### config.mk
export PLATFORM = sky130hd
export DESIGN_NAME = acc_conversion_control
export DESIGN_NICKNAME = d
export VERILOG_FILES = /design/src/include/acc_pkg.sv /design/src/core/acc_decim.sv /design/src/core/acc_conversion_control.sv
export SDC_FILE = /design/constraint.sdc
export NUM_CORES = 1
export LEC_CHECK = 0
export BUFFER_PORTS_ARGS = -buffer_cell sky130_fd_sc_hd__buf_2
export CAP_MARGIN = 10
export CORE_MARGIN = 1
export CORE_UTILIZATION = 48
export CTS_CLUSTER_SIZE = 40
export DETAILED_ROUTE_END_ITERATION = 7
export PLACE_DENSITY = 0.68
export SLEW_MARGIN = 5
export SYNTH_ARGS = -nofsm -noshare
export SYNTH_HDL_FRONTEND = slang
export SYNTH_SLANG_ARGS = --single-unit
### constraint.sdc
create_clock -name sys_clk -period 19.7 [get_ports sys_clk]
set_clock_uncertainty 0.05 [all_clocks]
set_input_delay 2.955 -clock sys_clk [delete_from_list [all_inputs] [get_ports sys_clk]]
set_output_delay 2.955 -clock sys_clk [all_outputs]
set_load 0.005 [all_outputs]
### src/include/acc_pkg.sv
/*
  Shared constants and types of the converter control block.
  Assumes a 100 MHz system clock; the reference settling count is derived from that rate.
*/
package acc_pkg;
  // ----------------------------------------------------------------
  // Clocking and timing
  // ----------------------------------------------------------------
  localparam int unsigned SYS_KHZ        = 100000;
  localparam int unsigned CLK_PERIOD_NS  = 1000000 / SYS_KHZ;
  localparam int unsigned OSC_KHZ        = 1024;
  localparam int unsigned MOD_DIV        = 4;
  localparam int unsigned REF_SETTLE_NS  = 25000;
  localparam int unsigned REF_SETTLE_CYC =
    (REF_SETTLE_NS + CLK_PERIOD_NS - 1) / CLK_PERIOD_NS;
  // Conversion lengths in oscillator periods, one per data rate.
  localparam int unsigned CONV_TCLK_20   = 51192;
  localparam int unsigned CONV_TCLK_90   = 11532;
  localparam int unsigned CONV_TCLK_330  = 3116;
  localparam int unsigned CONV_TCLK_1000 = 1036;
  localparam int unsigned SCALE_NUM      = 32'h4000_0000;
  localparam int unsigned SCALE_SHIFT    = 15;
  // ----------------------------------------------------------------
  // Configuration register layout
  // ----------------------------------------------------------------
  localparam int unsigned CODE_W   = 16;
  localparam int unsigned CFG_W    = 8;
  localparam int unsigned MUX_LSB  = 5;
  localparam int unsigned MUX_W    = 3;
  localparam int unsigned GAIN_BIT = 4;
  localparam int unsigned DR_LSB   = 2;
  localparam int unsigned DR_W     = 2;
  localparam int unsigned CM_BIT   = 1;
  localparam int unsigned VREF_BIT = 0;
  localparam logic [7:0]  CFG_RESET = 8'h00;
  localparam logic [2:0]  MUX_SE_LO = 3'h3;
  localparam logic [2:0]  MUX_SE_HI = 3'h6;
  // ----------------------------------------------------------------
  // Commands and states
  // ----------------------------------------------------------------
  typedef enum logic [2:0] {
    CMD_RESET = 3'h0,
    CMD_START = 3'h1,
    CMD_PDOWN = 3'h2,
    CMD_RDATA = 3'h3,
    CMD_RREG  = 3'h4,
    CMD_WREG  = 3'h5
  } acc_cmd_t;
  typedef enum logic [1:0] {
    ST_IDLE   = 2'h0,
    ST_SETTLE = 2'h1,
    ST_CONV   = 2'h3
  } acc_state_t;
endpackage

### src/core/acc_decim.sv
/*
  Decimating filter: counts the modulator bitstream over one conversion
  and scales the sum to a signed full-scale code.
  Assumes mod_bit is already synchronous to sys_clk.
*/
module acc_decim #(
  parameter int unsigned CODE_W = acc_pkg::CODE_W
) (
  input  wire logic              sys_clk,
  input  wire logic              rst_n,
  input  wire logic              restart,
  input  wire logic              running,
  input  wire logic              mod_tick,
  input  wire logic              mod_bit,
  input  wire logic [1:0]        rate_sel,
  output logic                   done_q,
  output logic [CODE_W-1:0]      code_q
);
  import acc_pkg::*;

  localparam int unsigned CNT_W = 14;

  logic        [CNT_W-1:0] len;
  logic        [CNT_W-1:0] cnt_q;
  logic        [23:0]      k;
  logic signed [CNT_W+1:0] acc_q;
  logic signed [CNT_W+1:0] acc_d;
  logic signed [47:0]      prod;
  logic signed [47:0]      scaled;

  if (CODE_W != 16) begin : g_chk
    $error("acc_decim scaling only serves 16-bit codes");
  end

  always_comb begin
    unique case (rate_sel)
      2'h0: len = CNT_W'(CONV_TCLK_20 / MOD_DIV);
      2'h1: len = CNT_W'(CONV_TCLK_90 / MOD_DIV);
      2'h2: len = CNT_W'(CONV_TCLK_330 / MOD_DIV);
      2'h3: len = CNT_W'(CONV_TCLK_1000 / MOD_DIV);
    endcase
    k      = 24'(SCALE_NUM / 32'(len));
    acc_d  = mod_bit ? acc_q + 16'sh0001 : acc_q - 16'sh0001;
    prod   = 48'(acc_d) * $signed({24'h00_0000, k});
    scaled = prod >>> SCALE_SHIFT;
  end

  // A full-scale one-density maps to +32767, since k rounds down, so the top limit is not reached.
  always_ff @(posedge sys_clk or negedge rst_n) begin
    if (!rst_n) begin
      cnt_q  <= '0;
      acc_q  <= '0;
      done_q <= 1'b0;
      code_q <= '0;
    end else begin
      done_q <= 1'b0;
      if (restart) begin
        cnt_q <= '0;
        acc_q <= '0;
      end else if (running && mod_tick) begin
        if (cnt_q == len - CNT_W'(1)) begin
          cnt_q  <= '0;
          acc_q  <= '0;
          done_q <= 1'b1; // RQ12
          if (scaled > 48'sh0000_0000_7FFF) begin
            code_q <= 16'h7FFF;
          end else if (scaled < -48'sh0000_0000_8000) begin
            code_q <= 16'h8000;
          end else begin
            code_q <= scaled[CODE_W-1:0]; // RQ11
          end
        end else begin
          cnt_q <= cnt_q + CNT_W'(1);
          acc_q <= acc_d;
        end
      end
    end
  end
endmodule

### src/core/acc_conversion_control.sv
/*
  Conversion control of a 16-bit delta-sigma converter: configuration
  register, command decode, conversion sequencing, result buffer.
  Assumes a serial front end that presents each decoded command as a
  one-cycle strobe on sys_clk, and a modulator bit on an async pin.
*/
// Contract
// RQ1: All configuration sits in one register, driven by six commands.
// RQ2: Single-shot does one conversion, buffers it, then powers down.
// RQ3: Continuous mode restarts conversion right after each completes.
// RQ4: Result buffer updates atomically; reads see latest finished conversion.
// RQ5: Gain bit selects amplification 1 or 4.
// RQ6: Input select 011 to 110 ties negative input to ground.
// RQ7: Single-ended measurements yield only positive codes.
// RQ8: Reference bit picks internal or external; internal after reset.
// RQ9: Internal reference needs 25 us settling before use; a switch to internal during ST_CONV is not waited for.
// RQ10: Modulator clock is the 1.024 MHz oscillator divided by four.
// RQ11: Results are 16-bit codes proportional to differential input.
// RQ12: Filter turns modulator bitstream into a proportional code.
// RQ13: Mode bit selects conversion mode; host restarts after changing it.
// RQ14: A command acts when its byte completes on the eighth clock fall.
// RQ15: Single-shot write during conversion aborts and restarts one conversion.
// RQ16: Any reset restores defaults and idles until a start command.
// RQ17: Done flag marks each conversion; reading the result clears it.
module acc_conversion_control (
  input  wire logic                  sys_clk,
  input  wire logic                  rst_n,
  input  wire logic                  cmd_valid,
  input  wire acc_pkg::acc_cmd_t     cmd_code,
  input  wire logic [7:0]            cmd_wdata,
  input  wire logic                  mod_bit_in,
  output logic [15:0]                reply_q,
  output logic [15:0]                result_q,
  output logic                       conversion_done_flag_q,
  output logic [7:0]                 config_q,
  output logic                       gain_x4_q,
  output logic [2:0]                 input_select_field_q,
  output logic                       negative_converter_input_gnd_q,
  output logic                       ext_ref_sel_q,
  output logic                       analog_on_q,
  output logic                       ref_ready_q,
  output logic                       modulator_clk_q
);
  import acc_pkg::*;

  localparam int unsigned PH_W  = 17;
  localparam int unsigned REF_W = 12;

  acc_state_t       state_q;
  logic [PH_W-1:0]  phase_q;
  logic             clk_tick_q;
  logic [1:0]       div_q;
  logic             mod_tick_q;
  logic             bit_meta_q;
  logic             bit_sync_q;
  logic [REF_W-1:0] ref_cnt_q;
  logic             pd_pending_q;
  logic             done_evt;
  logic [15:0]      conv_code;
  logic             is_cmd_start;
  logic             is_cmd_reset;
  logic             is_cmd_wreg;
  logic             is_cmd_pdown;
  logic             is_cmd_rdata;
  logic             start_req;
  logic             restart;
  logic             single_ended;
  logic             ref_go_int;

  if (REF_SETTLE_CYC >= (1 << REF_W)) begin : g_chk
    $error("reference settle counter too narrow");
  end

  // ----------------------------------------------------------------
  // Command decode
  // ----------------------------------------------------------------
  always_comb begin
    is_cmd_start = cmd_valid && (cmd_code == CMD_START); // RQ14
    is_cmd_reset = cmd_valid && (cmd_code == CMD_RESET);
    is_cmd_wreg  = cmd_valid && (cmd_code == CMD_WREG);
    is_cmd_pdown = cmd_valid && (cmd_code == CMD_PDOWN);
    is_cmd_rdata = cmd_valid && (cmd_code == CMD_RDATA);
    // In single-shot mode a write while converting acts as a start.
    start_req    = is_cmd_start ||
                   (is_cmd_wreg && !config_q[CM_BIT] && state_q == ST_CONV); // RQ15
    single_ended = (config_q[MUX_LSB +: MUX_W] >= MUX_SE_LO) &&
                   (config_q[MUX_LSB +: MUX_W] <= MUX_SE_HI);
    ref_go_int   = is_cmd_wreg && config_q[VREF_BIT] && !cmd_wdata[VREF_BIT];
    restart      = !is_cmd_reset &&
                   ((start_req && (state_q == ST_CONV ||
                                   (state_q == ST_IDLE && config_q[VREF_BIT]))) ||
                    (state_q == ST_SETTLE && ref_ready_q) ||
                    (done_evt && config_q[CM_BIT] && !pd_pending_q));
  end

  // ----------------------------------------------------------------
  // Configuration register
  // ----------------------------------------------------------------
  // The mode bit is read at each completion, so it takes effect when the running conversion ends.
  always_ff @(posedge sys_clk or negedge rst_n) begin
    if (!rst_n) begin
      config_q <= CFG_RESET; // RQ16
    end else if (is_cmd_reset) begin
      config_q <= CFG_RESET; // RQ16
    end else if (is_cmd_wreg) begin
      config_q <= cmd_wdata; // RQ1 RQ13
    end
  end

  assign gain_x4_q            = config_q[GAIN_BIT]; // RQ5
  assign input_select_field_q = config_q[MUX_LSB +: MUX_W];
  assign ext_ref_sel_q        = config_q[VREF_BIT]; // RQ8

  always_ff @(posedge sys_clk or negedge rst_n) begin
    if (!rst_n) begin
      negative_converter_input_gnd_q <= 1'b0;
    end else begin
      negative_converter_input_gnd_q <= single_ended; // RQ6
    end
  end

  // ----------------------------------------------------------------
  // Oscillator and modulator clock
  // ----------------------------------------------------------------
  // A phase accumulator gives the 1.024 MHz rate on average; the jitter
  // of one system period is far below one modulator period.
  always_ff @(posedge sys_clk or negedge rst_n) begin
    if (!rst_n) begin
      phase_q    <= '0;
      clk_tick_q <= 1'b0;
    end else if (!analog_on_q) begin
      phase_q    <= '0;
      clk_tick_q <= 1'b0;
    end else if (phase_q + PH_W'(OSC_KHZ) >= PH_W'(SYS_KHZ)) begin
      phase_q    <= phase_q + PH_W'(OSC_KHZ) - PH_W'(SYS_KHZ);
      clk_tick_q <= 1'b1;
    end else begin
      phase_q    <= phase_q + PH_W'(OSC_KHZ);
      clk_tick_q <= 1'b0;
    end
  end

  always_ff @(posedge sys_clk or negedge rst_n) begin
    if (!rst_n) begin
      div_q           <= '0;
      mod_tick_q      <= 1'b0;
      modulator_clk_q <= 1'b0;
    end else begin
      mod_tick_q <= 1'b0;
      if (!analog_on_q) begin
        div_q <= '0;
      end else if (clk_tick_q) begin
        div_q      <= div_q + 2'h1;
        mod_tick_q <= (div_q == 2'(MOD_DIV - 1)); // RQ10
      end
      modulator_clk_q <= div_q[1];
    end
  end

  always_ff @(posedge sys_clk or negedge rst_n) begin
    if (!rst_n) begin
      bit_meta_q <= 1'b0;
      bit_sync_q <= 1'b0;
    end else begin
      bit_meta_q <= mod_bit_in;
      bit_sync_q <= bit_meta_q;
    end
  end

  // ----------------------------------------------------------------
  // Reference settling
  // ----------------------------------------------------------------
  // Settling restarts on leaving power-down and on a switch back to the
  // internal reference; the external reference is taken as ready.
  always_ff @(posedge sys_clk or negedge rst_n) begin
    if (!rst_n) begin
      ref_cnt_q   <= '0;
      ref_ready_q <= 1'b0;
    end else if (is_cmd_reset || !analog_on_q || ref_go_int) begin
      ref_cnt_q   <= '0;
      ref_ready_q <= 1'b0;
    end else if (config_q[VREF_BIT]) begin
      ref_ready_q <= 1'b1;
    end else if (ref_cnt_q == REF_W'(REF_SETTLE_CYC - 1)) begin
      ref_ready_q <= 1'b1; // RQ9
    end else begin
      ref_cnt_q <= ref_cnt_q + REF_W'(1);
    end
  end

  // ----------------------------------------------------------------
  // Conversion sequencing
  // ----------------------------------------------------------------
  always_ff @(posedge sys_clk or negedge rst_n) begin
    if (!rst_n) begin
      state_q      <= ST_IDLE; // RQ16
      analog_on_q  <= 1'b0;
      pd_pending_q <= 1'b0;
    end else if (is_cmd_reset) begin
      state_q      <= ST_IDLE; // RQ16
      analog_on_q  <= 1'b0;
      pd_pending_q <= 1'b0;
    end else begin
      unique case (state_q)
        ST_IDLE: begin
          if (start_req) begin
            state_q      <= config_q[VREF_BIT] ? ST_CONV : ST_SETTLE; // RQ9
            analog_on_q  <= 1'b1;
            pd_pending_q <= 1'b0;
          end
        end
        ST_SETTLE: begin
          if (is_cmd_pdown) begin
            state_q     <= ST_IDLE;
            analog_on_q <= 1'b0;
          end else if (ref_ready_q) begin
            state_q <= ST_CONV;
          end
        end
        ST_CONV: begin
          if (start_req) begin
            pd_pending_q <= 1'b0; // RQ15
          end else if (is_cmd_pdown) begin
            pd_pending_q <= 1'b1;
          end else if (done_evt) begin
            if (!config_q[CM_BIT] || pd_pending_q) begin
              state_q      <= ST_IDLE; // RQ2
              analog_on_q  <= 1'b0;
              pd_pending_q <= 1'b0;
            end
          end
        end
        default: begin
          state_q     <= ST_IDLE;
          analog_on_q <= 1'b0;
        end
      endcase
    end
  end

  acc_decim #(
    .CODE_W   (CODE_W)
  ) u_decim (
    .sys_clk  (sys_clk),
    .rst_n    (rst_n),
    .restart  (restart), // RQ3
    .running  (state_q == ST_CONV),
    .mod_tick (mod_tick_q),
    .mod_bit  (bit_sync_q),
    .rate_sel (config_q[DR_LSB +: DR_W]),
    .done_q   (done_evt),
    .code_q   (conv_code)
  );

  // ----------------------------------------------------------------
  // Result buffer, done flag and replies
  // ----------------------------------------------------------------
  // The whole word is replaced in one edge, so a read never sees a mix.
  always_ff @(posedge sys_clk or negedge rst_n) begin
    if (!rst_n) begin
      result_q <= '0;
    end else if (is_cmd_reset) begin
      result_q <= '0;
    end else if (done_evt && state_q == ST_CONV) begin
      result_q <= (single_ended && conv_code[15]) ? 16'h0000 : conv_code; // RQ4 RQ7
    end
  end

  // A completion in the same cycle as a read wins over the clear.
  always_ff @(posedge sys_clk or negedge rst_n) begin
    if (!rst_n) begin
      conversion_done_flag_q <= 1'b0;
    end else if (done_evt && state_q == ST_CONV) begin
      conversion_done_flag_q <= 1'b1; // RQ17
    end else if (is_cmd_rdata || is_cmd_reset) begin
      conversion_done_flag_q <= 1'b0; // RQ17
    end
  end

  always_ff @(posedge sys_clk or negedge rst_n) begin
    if (!rst_n) begin
      reply_q <= '0;
    end else if (is_cmd_rdata) begin
      reply_q <= result_q; // RQ4
    end else if (cmd_valid && cmd_code == CMD_RREG) begin
      reply_q <= {8'h00, config_q}; // RQ1
    end
  end

  // ----------------------------------------------------------------
  // Assertions
  // ----------------------------------------------------------------
  property p_reset_cmd;
    @(posedge sys_clk) disable iff (!rst_n)
    is_cmd_reset |=> state_q == ST_IDLE && config_q == CFG_RESET && !analog_on_q;
  endproperty
  a_reset_cmd: assert property (p_reset_cmd) // RQ16
    else $error("reset command did not restore defaults");

  property p_single_idle;
    @(posedge sys_clk) disable iff (!rst_n)
    done_evt && state_q == ST_CONV && !config_q[CM_BIT] && !cmd_valid
      |=> state_q == ST_IDLE && !analog_on_q ##1 state_q == ST_IDLE;
  endproperty
  a_single_idle: assert property (p_single_idle) // RQ2
    else $error("single-shot did not power down after conversion");

  property p_cont_restart;
    @(posedge sys_clk) disable iff (!rst_n)
    done_evt && state_q == ST_CONV && config_q[CM_BIT] && !pd_pending_q && !cmd_valid
      |-> restart ##1 state_q == ST_CONV;
  endproperty
  a_cont_restart: assert property (p_cont_restart) // RQ3
    else $error("continuous mode did not restart conversion");

  property p_atomic;
    @(posedge sys_clk) disable iff (!rst_n)
    !$stable(result_q) |-> $past(done_evt) || $past(is_cmd_reset);
  endproperty
  a_atomic: assert property (p_atomic) // RQ4
    else $error("result changed without a completed conversion");

  property p_se_ground;
    @(posedge sys_clk) disable iff (!rst_n)
    is_cmd_wreg && cmd_wdata[MUX_LSB +: MUX_W] >= MUX_SE_LO &&
      cmd_wdata[MUX_LSB +: MUX_W] <= MUX_SE_HI |=> ##1 negative_converter_input_gnd_q;
  endproperty
  a_se_ground: assert property (p_se_ground) // RQ6
    else $error("single-ended input select did not ground negative input");

  property p_se_positive;
    @(posedge sys_clk) disable iff (!rst_n)
    done_evt && state_q == ST_CONV && single_ended && !is_cmd_reset |=> !result_q[15];
  endproperty
  a_se_positive: assert property (p_se_positive) // RQ7
    else $error("single-ended result is negative");

  property p_ref_wait;
    @(posedge sys_clk) disable iff (!rst_n)
    start_req && state_q == ST_IDLE && !config_q[VREF_BIT] && !is_cmd_reset
      |=> state_q == ST_SETTLE && !ref_ready_q ##1 !ref_ready_q;
  endproperty
  a_ref_wait: assert property (p_ref_wait) // RQ9
    else $error("internal reference used without settling");

  property p_mod_div;
    @(posedge sys_clk) disable iff (!rst_n)
    mod_tick_q |=> !mod_tick_q [*8];
  endproperty
  a_mod_div: assert property (p_mod_div) // RQ10
    else $error("modulator tick faster than a quarter of the oscillator");

  property p_wreg_abort;
    @(posedge sys_clk) disable iff (!rst_n)
    is_cmd_wreg && !config_q[CM_BIT] && state_q == ST_CONV |-> restart ##1 state_q == ST_CONV;
  endproperty
  a_wreg_abort: assert property (p_wreg_abort) // RQ15
    else $error("write during single-shot did not restart conversion");

  property p_done_clear;
    @(posedge sys_clk) disable iff (!rst_n)
    is_cmd_rdata && !done_evt |=> !conversion_done_flag_q;
  endproperty
  a_done_clear: assert property (p_done_clear) // RQ17
    else $error("result read did not clear done flag");

  c_single: cover property (@(posedge sys_clk) disable iff (!rst_n)
    done_evt && !config_q[CM_BIT]);
  c_cont: cover property (@(posedge sys_clk) disable iff (!rst_n)
    done_evt && config_q[CM_BIT] ##1 state_q == ST_CONV);
  c_abort: cover property (@(posedge sys_clk) disable iff (!rst_n)
    is_cmd_wreg && state_q == ST_CONV && !config_q[CM_BIT]);
endmodule

Word-level counts from Yosys, hierarchy flattened

Index checks and enable logic that the tools add are counted.

Flip-flop bits (word level): 130
Input bits: 15
Output and inout port bits: 50
Word-level logic and storage cells: 169

Add/subtract/negate cells: 8
$mul: 1
Divide/modulo/power cells: 1
Order comparisons: 5
Equality and inequality tests: 25
Muxes and demuxes: 59
Bitwise operators: 1
Reductions and logical operators: 48

Operator list:

| operator               | count |
|---|---|
| $mux 16                | 11 |
| $pmux 14 s4            | 1 |
| $mux 14                | 3 |
| $mul 16x25->41         | 1 |
| $mux 12                | 3 |
| $mux 17                | 2 |
| $div 31x14->32 const A | 1 |
| $gt 26x16->1 const B   | 1 |
| $lt 26x16->1 const B   | 1 |
| $mux 1                 | 23 |
| $mux 2                 | 11 |
| $logic_and 1x1->1      | 20 |
| $ne 3x3->1 const B     | 6 |
| $add 17x11->17 const B | 1 |
| $ge 17x17->1 const B   | 1 |
| $sub 17x17->17 const B | 1 |
| $add 16x2->16 const B  | 1 |
| $mux 8                 | 2 |
| $sub 16x2->16 const B  | 1 |
| $add 14x1->14 const B  | 1 |
| $eq 14x14->1           | 1 |
| $sub 14x1->14 const B  | 1 |
| $add 12x1->12 const B  | 1 |
| $eq 12x12->1 const B   | 1 |
| other kinds (26)       | 52 |

Logic depth before layout (Yosys ltp)

Gate-level depths: netlist (run 1).

Depth in word-level cells: 11
Depth in mapped cells: 38
Gate-level depth less buffers: 34

Modules after synthesis

A second synthesis (run 1) with hierarchy kept.

Cell total of the unflattened synthesis: 2,019
Area, all modules: 18,026.0 um2

By module, submodules not included:

| module                 | times used | cells each | area an instance (um2) | seq. area each (um2) |
|---|---|---|---|---|
| acc_decim              | 1          | 1,646      | 14,237.4               | 1,176.1 |
| acc_conversion_control | 1          | 373        | 3,788.6                | 1,951.9 |

Least setup slack after synthesis (run 1)

OpenSTA, ideal clock, no wires.

Path type: register to register
From: register u_decim.acc_q[0]
To: register u_decim.code_q[11]
Library setup time: 0.073 ns
Arrival time: 9.529 ns
Data required time: 19.577 ns
Path slack: 10.048 ns
Stages on the path, launching flop included: 37
Path buffers: 4
Period minus slack after synthesis: 9.652 ns
Cell sequence: dfrtp_1 clkbuf_1 inv_1 fa_1 nor2b_1 o21ai_0 a21boi_0 o21ai_0 a21boi_0 o21ai_0 nor3b_1 or4b_2 nand3_1 clkbuf_1 nand2_1 fa_1 inv_1 fa_1 inv_1 fa_1 fa_1 inv_1 fa_1 fa_1 ha_1 clkbuf_1 and4_1 nand3_1 o2bb2ai_1 a21oi_1 or2_1 a221o_1 or4_4 o31ai_4 buf_6 nand2_1 a21oi_2

Longest elaborated chain between the ends: 6
Elaborated cells between the ends (all ways): 8
Those cells by class: add/sub: 2; mul: 1; order compare: 2; mux: 3

Ends and longest elaborated chain:

| item                                                  | RTL line        | source |
|---|---|---|
| start: declaration                                    | acc_decim.sv:26 | `logic signed [CNT_W+1:0] acc_q;` |
| start signal: assignment                              | acc_decim.sv:52 | `acc_q <= '0;` |
| start signal: assignment                              | acc_decim.sv:59 | `acc_q <= '0;` |
| start signal: assignment                              | acc_decim.sv:63 | `acc_q <= '0;` |
| $sub 16x2->16 / $add 16x2->16 (equally long branches) | acc_decim.sv:43 | `acc_d = mod_bit ? acc_q + 16'sh0001 : acc_q - 16'sh0001;` |
| $mux 16 *                                             | acc_decim.sv:43 |  |
| $mul 16x25->41 *                                      | acc_decim.sv:44 | `prod = 48'(acc_d) * $signed({24'h00_0000, k});` |
| $lt 26x16->1                                          | acc_decim.sv:67 | `end else if (scaled < -48'sh0000_0000_8000) begin` |
| $mux 16                                               | acc_decim.sv:67 |  |
| $mux 16 *                                             | acc_decim.sv:65 | `if (scaled > 48'sh0000_0000_7FFF) begin` |
| end signal: assignment                                | acc_decim.sv:70 | `code_q <= scaled[CODE_W-1:0];` |
| end: declaration                                      | acc_decim.sv:17 | `output logic [CODE_W-1:0] code_q` |

Every way passes the cells marked *; elsewhere a longest branch is shown, timed or not.
A chain may end at the register's enable or synchronous reset.

Worst setup path in the final report (run 1)

From: register u_decim.acc_q[0]
To: register u_decim.code_q[1]

Same word-level chain as after synthesis.

==> results of run 1 <==
[per-layer routing]
layer / vias up / GRT usage
met4: 2 / 0.1011
met1: 7399 / 0.3903
met2: 543 / 0.4413
met3: 94 / 0.05392
li1: 6741 / -
met5: - / 0
[sequential cells by signal, indices dropped and copies added (netlist names), 2 cells and up]
signal / cells
state_q: 2
u_decim.acc_q: 16
result_q: 16
ref_cnt_q: 12
u_decim.code_q: 16
u_decim.cnt_q: 14
div_q: 2
config_q: 8
reply_q: 16
phase_q: 12
[per-stage QoR]
| stage | utilization | hold WS (ns) | std cells | instance area [µm²] |
|---|---|---|---|---|
| 5_1_grt | 0.5261 | 0.3098 | 2651 | 19910 |
| 3_3_place_gp | 0.5088 | 0.2873 | 2617 | 19250 |
| 2_1_floorplan | - | 0.2812 | 2114 | 18510 |
| 3_5_place_dp | 0.5088 | 0.2864 | 2617 | 19250 |
| 6_report | 0.5261 | 0.2983 | 2651 | 19910 |
| 4_1_cts | 0.5258 | 0.2987 | 2649 | 19900 |
[logic make-up after synthesis]
kind of cell | after synthesis | share of synthesized area
AOI/OAI and AO/OA | 314 | 0.1102
DFF | 125 | 0.1690
muxes | 12 | 0.006692
adders and majority gates | 445 | 0.4135
buffers and inverters | 513 | 0.1060
and+or+nand+nor | 649 | 0.1684
other | 1 | 0.0002026
xor gates and xnor gates | 55 | 0.02602
[final cells by class]
cell class / count / area (µm²)
Clock buffer: 19 / 442.9
Tap cell: 511 / 639.4
Sequential cell: 125 / 3128
Timing Repair Buffer: 87 / 493.0
Clock inverter: 13 / 200.2
Multi-Input combinational cell: 1476 / 13430
Inverter: 420 / 1577
Fill cell: 3577 / 17930
[cells in the mapped netlist (all sizes together) (4+ instances only)]
library cell / instances
inv: 416
fa: 278
nand2: 248
ha: 167
nor2: 128
dfrtp: 125
a21oi: 91
o21ai: 83
clkbuf: 82
nand3: 52
and2: 43
nand2b: 37
a22o: 32
and3: 31
xnor2: 28
xor2: 27
a21o: 23
nand4: 21
nor3: 20
nor2b: 17
or3: 15
buf: 11
a211oi: 10
mux2i: 9
a31oi: 8
nor4: 8
a21boi: 7
o211ai: 7
and4: 6
o21a: 6
o31ai: 6
o2111ai: 5
o22ai: 5
a22oi: 4
clkinv: 4
nand4b: 4
nor3b: 4
o21bai: 4
o31a: 4
[cells in the final DEF, fill, tap and decap left out, drive strengths merged, types with 5 or more instances in the layout]
master,count
a211oi,10
a21boi,7
a21o,23
a21oi,91
a22o,32
a31oi,8
and2,43
and3,31
and4,6
buf,87
clkbuf,19
clkinv,6
dfrtp,125
fa,278
ha,167
inv,423
mux2i,9
nand2,248
nand2b,37
nand3,52
nand4,21
nor2,128
nor2b,17
nor3,20
nor4,8
o2111ai,5
o211ai,7
o21a,6
o21ai,83
o22ai,5
o31ai,6
or3,15
xnor2,28
xor2,27
[worst paths after layout]
path	from	endpoint	slack [ns]	depth (start not counted)
worst min register to register	bit_meta_q	bit_sync_q	0.30	0
min in group asynchronous	rst_n	config_q[0]	2.51	1
worst min-delay path	bit_meta_q	bit_sync_q	0.30	0
worst max-delay path	u_decim.acc_q[0]	u_decim.code_q[1]	8.12	32
worst max register to register	u_decim.acc_q[0]	u_decim.code_q[1]	8.12	32
max in group asynchronous	rst_n	u_decim.cnt_q[2]	15.75	2
==> flow_summary.yaml, run 1 <==
logic_synthesis:
  avgSynthCellArea_um2: 8.756
  ys.flop_type: "dfrtp_1"
  synthCells: 2114
  syn_area_um2: 18510
  ys_seq_elements: 125
  ys_types: 76
  yosys_warnings: 0
  syn-num-nets: 2574
  yosysSeqAreaShare: 0.1690
  ys_async_sr_fraction: 1.000
  netlist.area_leader.share: 0.3007
  ys_top_cells_by_area: "fa_1, dfrtp_1, ha_1"
  yosysTopAreaCell: "fa_1"
  synth-edff-count: 0
timing:
  finalHoldViolations: 0
  setup_slack_ns: 8.118
  drv_slew: 0
  worst_pin_slew_ns: 1.196
  relSlewSlack: 0.1943
  min_period_ns: 11.58
  fin_tns_setup_ns: 0
  timing.fmax_mhz: 86.34
  finalSetupViolCount: 0
  rsz0062_at_grt: "no"
  min_period_over_period: 0.5879
critical_path:
  crit_slowest_cell: "dfrtp_1"
  required_ns: 19.93
  cp.arrival_ns: 11.81
  crit_fanout: 18
  critPathMaxStageDelay_ns: 0.92
  critical_path.top_delay_family: "adder cells"
  crit_top_cell: "fa_1"
  critPathBufInv: 4
  crit_path_end_kind: "flip-flop"
  cp-start-kind: "flip-flop"
  crit_type: "flip-flop to flip-flop"
grt:
  antenna_found_initial: 1
  grt_overflow: 0
  grt_pass1_wl_um: 84430
  grt_max_degree: 68
  track_usage: 0.2821
  grt_pass1_vias: 15100
finish:
  finalNetCount: 2587
  drive_above_1_share: 0.06822
  antenna_cells: 0
  area_delta_synth_final_pct: 7.564
clocking:
  htreeDepth: 4
  cts_resized: 0
  cts-hold-fix-buffers: 0
  cts_tree: "built"
  ctsLongestPathBuffers: 2
  insertion_delay_ns: 0.44
  clkTransAtPathRegs_ns: 0.06
  root_buffer: "clkbuf_16"
  cts.repair_timing.setup_buffer_count: 0
  clock-sinks: 125
  cts_made_buffers: 17
placed_design:
  place_congestion: 1.008
  dp_slack_ns: 8.339
  port-buffer-count: 64
  dpl.hpwl_um: 42070
route:
  routed_wl_um: 51860
  dr.first_iter.drc_count: 1043
  drc: 0
  routedWlPerCell_um: 19.56
  top_layer: "met5"
  dr.pass1.iters: 5
  ant_nets: 0
  viasPerCell: 5.575
  met1_length_um: 22590
  met3WireLength_um: 3642
  via_count: 14780
  wl_met2_um: 23910
die:
  dieWidth_um: 198.4
  initial_utilization: 0.4891
  die_h_um: 198.4
  io_pins: 65
  core_area_um2: 37840
  num_rows: 71
  die_area_um2: 39350
hold_path:
  min_path_type: "flip-flop to flip-flop"
status:
  status: "complete, no violations"
job:
  cap_viol_max_count: 0
Power of run 1 is not shown: default switching activity piles up to over one toggle a cycle in this logic, so the estimate is an artifact.
==> inputs of run 2 (changes only) <==
- clock period: 19.7 -> 11.7 ns (I/O delays scaled with it)
==> run 2 against run 1 <==
  * Design area barely moved
  * Global-route usage fell by 0.15 points
  * Via count rose by 0.77%
==> flow_summary.yaml, run 2 (synthesis gave the netlist of run 1 again) <==
status:
  status: "complete, no violations"
critical_path:
  crit_top_cell: "fa_1"
  crit_path_end_kind: "flip-flop"
  cp-start-kind: "flip-flop"
  critPathMaxStageDelay_ns: 0.70
  crit_fanout: 18
  cp.arrival_ns: 11.11
  required_ns: 12.01
  crit_slowest_cell: "or4b_2"
  crit_type: "flip-flop to flip-flop"
clocking:
  cts-hold-fix-buffers: 0
  cts_made_buffers: 17
  cts_tree: "built"
  ctsLongestPathBuffers: 2
  clkTransAtPathRegs_ns: 0.07
  cts_resized: 0
  htreeDepth: 4
  insertion_delay_ns: 0.44
  root_buffer: "clkbuf_16"
  clock-sinks: 125
  cts.repair_timing.setup_buffer_count: 0
timing:
  finalHoldViolations: 0
  rsz0062_at_grt: "no"
  timing.fmax_mhz: 92.58
  finalSetupViolCount: 0
  fin_tns_setup_ns: 0
  setup_slack_ns: 0.8989
  relSlewSlack: 0.2828
  worst_pin_slew_ns: 1.065
  drv_slew: 0
  min_period_over_period: 0.9232
  min_period_ns: 10.80
finish:
  final_common_cell: "inv_1"
  area_delta_synth_final_pct: 7.550
  drive_above_1_share: 0.07256
  final_cell_mix: "inv_1, fa_1, nand2_1, ha_1, nor2_1"
  finalNetCount: 2599
  antenna_cells: 0
  finalInstanceArea_um2: 19910
route:
  via_count: 14890
  routedWlPerCell_um: 19.42
  dr.pass1.iters: 5
  dr.first_iter.drc_count: 1253
  ant_nets: 0
  routed_wl_um: 51680
  drc: 0
  viasPerCell: 5.597
die:
  dieWidth_um: 198.4
  core_area_um2: 37840
  die_h_um: 198.4
  initial_utilization: 0.4891
  io_pins: 65
  num_rows: 71
  die_area_um2: 39350
grt:
  grt_pass1_vias: 15100
  track_usage: 0.2806
  grt_pass1_wl_um: 83630
  grt_max_degree: 72
  antenna_found_initial: 0
  grt_overflow: 0
placed_design:
  dpl_cell_area_um2: 19340
  place_congestion: 0.9816
  port-buffer-count: 64
  dp_slack_ns: 1.074
  dpl.hpwl_um: 42100
hold_path:
  min_path_type: "flip-flop to flip-flop"
job:
  cap_viol_max_count: 0
-- run 2: cell types whose count changed in the layout (fill, tap and decap cells not counted) --
| cell | previous run | this run |
|---|---|---|
| clkinvlp_4 | 0 | 4 |
| clkinv_2 | 1 | 2 |
| buf_4 | 23 | 36 |
| clkinv_4 | 1 | 2 |
| bufinv_16 | 4 | 1 |
| clkbuf_1 | 1 | 0 |
| inv_6 | 5 | 2 |
| inv_8 | 2 | 1 |
| xor2_2 | 1 | 0 |
| buf_2 | 64 | 63 |
| xor2_1 | 26 | 27 |
-- run 2: worst paths after layout --
path / end / start / slack, ns / depth (start not counted)
max reg2reg: u_decim.code_q[9] / u_decim.acc_q[0] / 0.90 / 33
min reg2reg: bit_sync_q / bit_meta_q / 0.35 / 0
max in group asynchronous: reply_q[12] / rst_n / 8.91 / 2
min: bit_sync_q / bit_meta_q / 0.35 / 0
min in group asynchronous: ref_cnt_q[11] / rst_n / 1.32 / 1
max: u_decim.code_q[9] / u_decim.acc_q[0] / 0.90 / 33
-- run 2: layout make-up --
cell class                      instances  area [µm²]
Clock buffer                           18       439.2
Clock inverter                         12       116.4
Fill cell                            3598       17940
Inverter                              420        1577
Multi-Input combinational cell       1476       13420
Sequential cell                       125        3128
Tap cell                              511       639.4
Timing Repair Buffer                   99       585.6
-- run 2: metrics by stage --
step / hold slack, ns / cells / util
floorplan: 0.2812 / 2114 / -
global placement: 0.3306 / 2630 / 0.5112
detailed placement: 0.3293 / 2630 / 0.5112
CTS: 0.3564 / 2660 / 0.5259
global route: 0.3709 / 2661 / 0.5261
finish: 0.3477 / 2661 / 0.5261
-- run 2: layer usage --
layer  share of wire  GRT usage  routed length, µm  up-vias
met2            0.46     0.4303              23640      580
met5               0          0                  0        -
met4           0.048     0.1318               2460        0
met3           0.074    0.05002               3812      115
met1            0.42     0.3859              21770     7433
li1                -          -                  -     6765
-- run 2: worst max-delay path, delay by kind of cell, from the launching register on --
| family | cells | cell delay (ns) |
|---|---|---|
| simple gates | 12 | 3.43 |
| flops | 1 | 0.33 |
| buf+inv | 5 | 0.58 |
| compound gates | 8 | 2.26 |
| fa+ha+maj | 8 | 4.04 |
Power of run 2 is left out for the same reason.
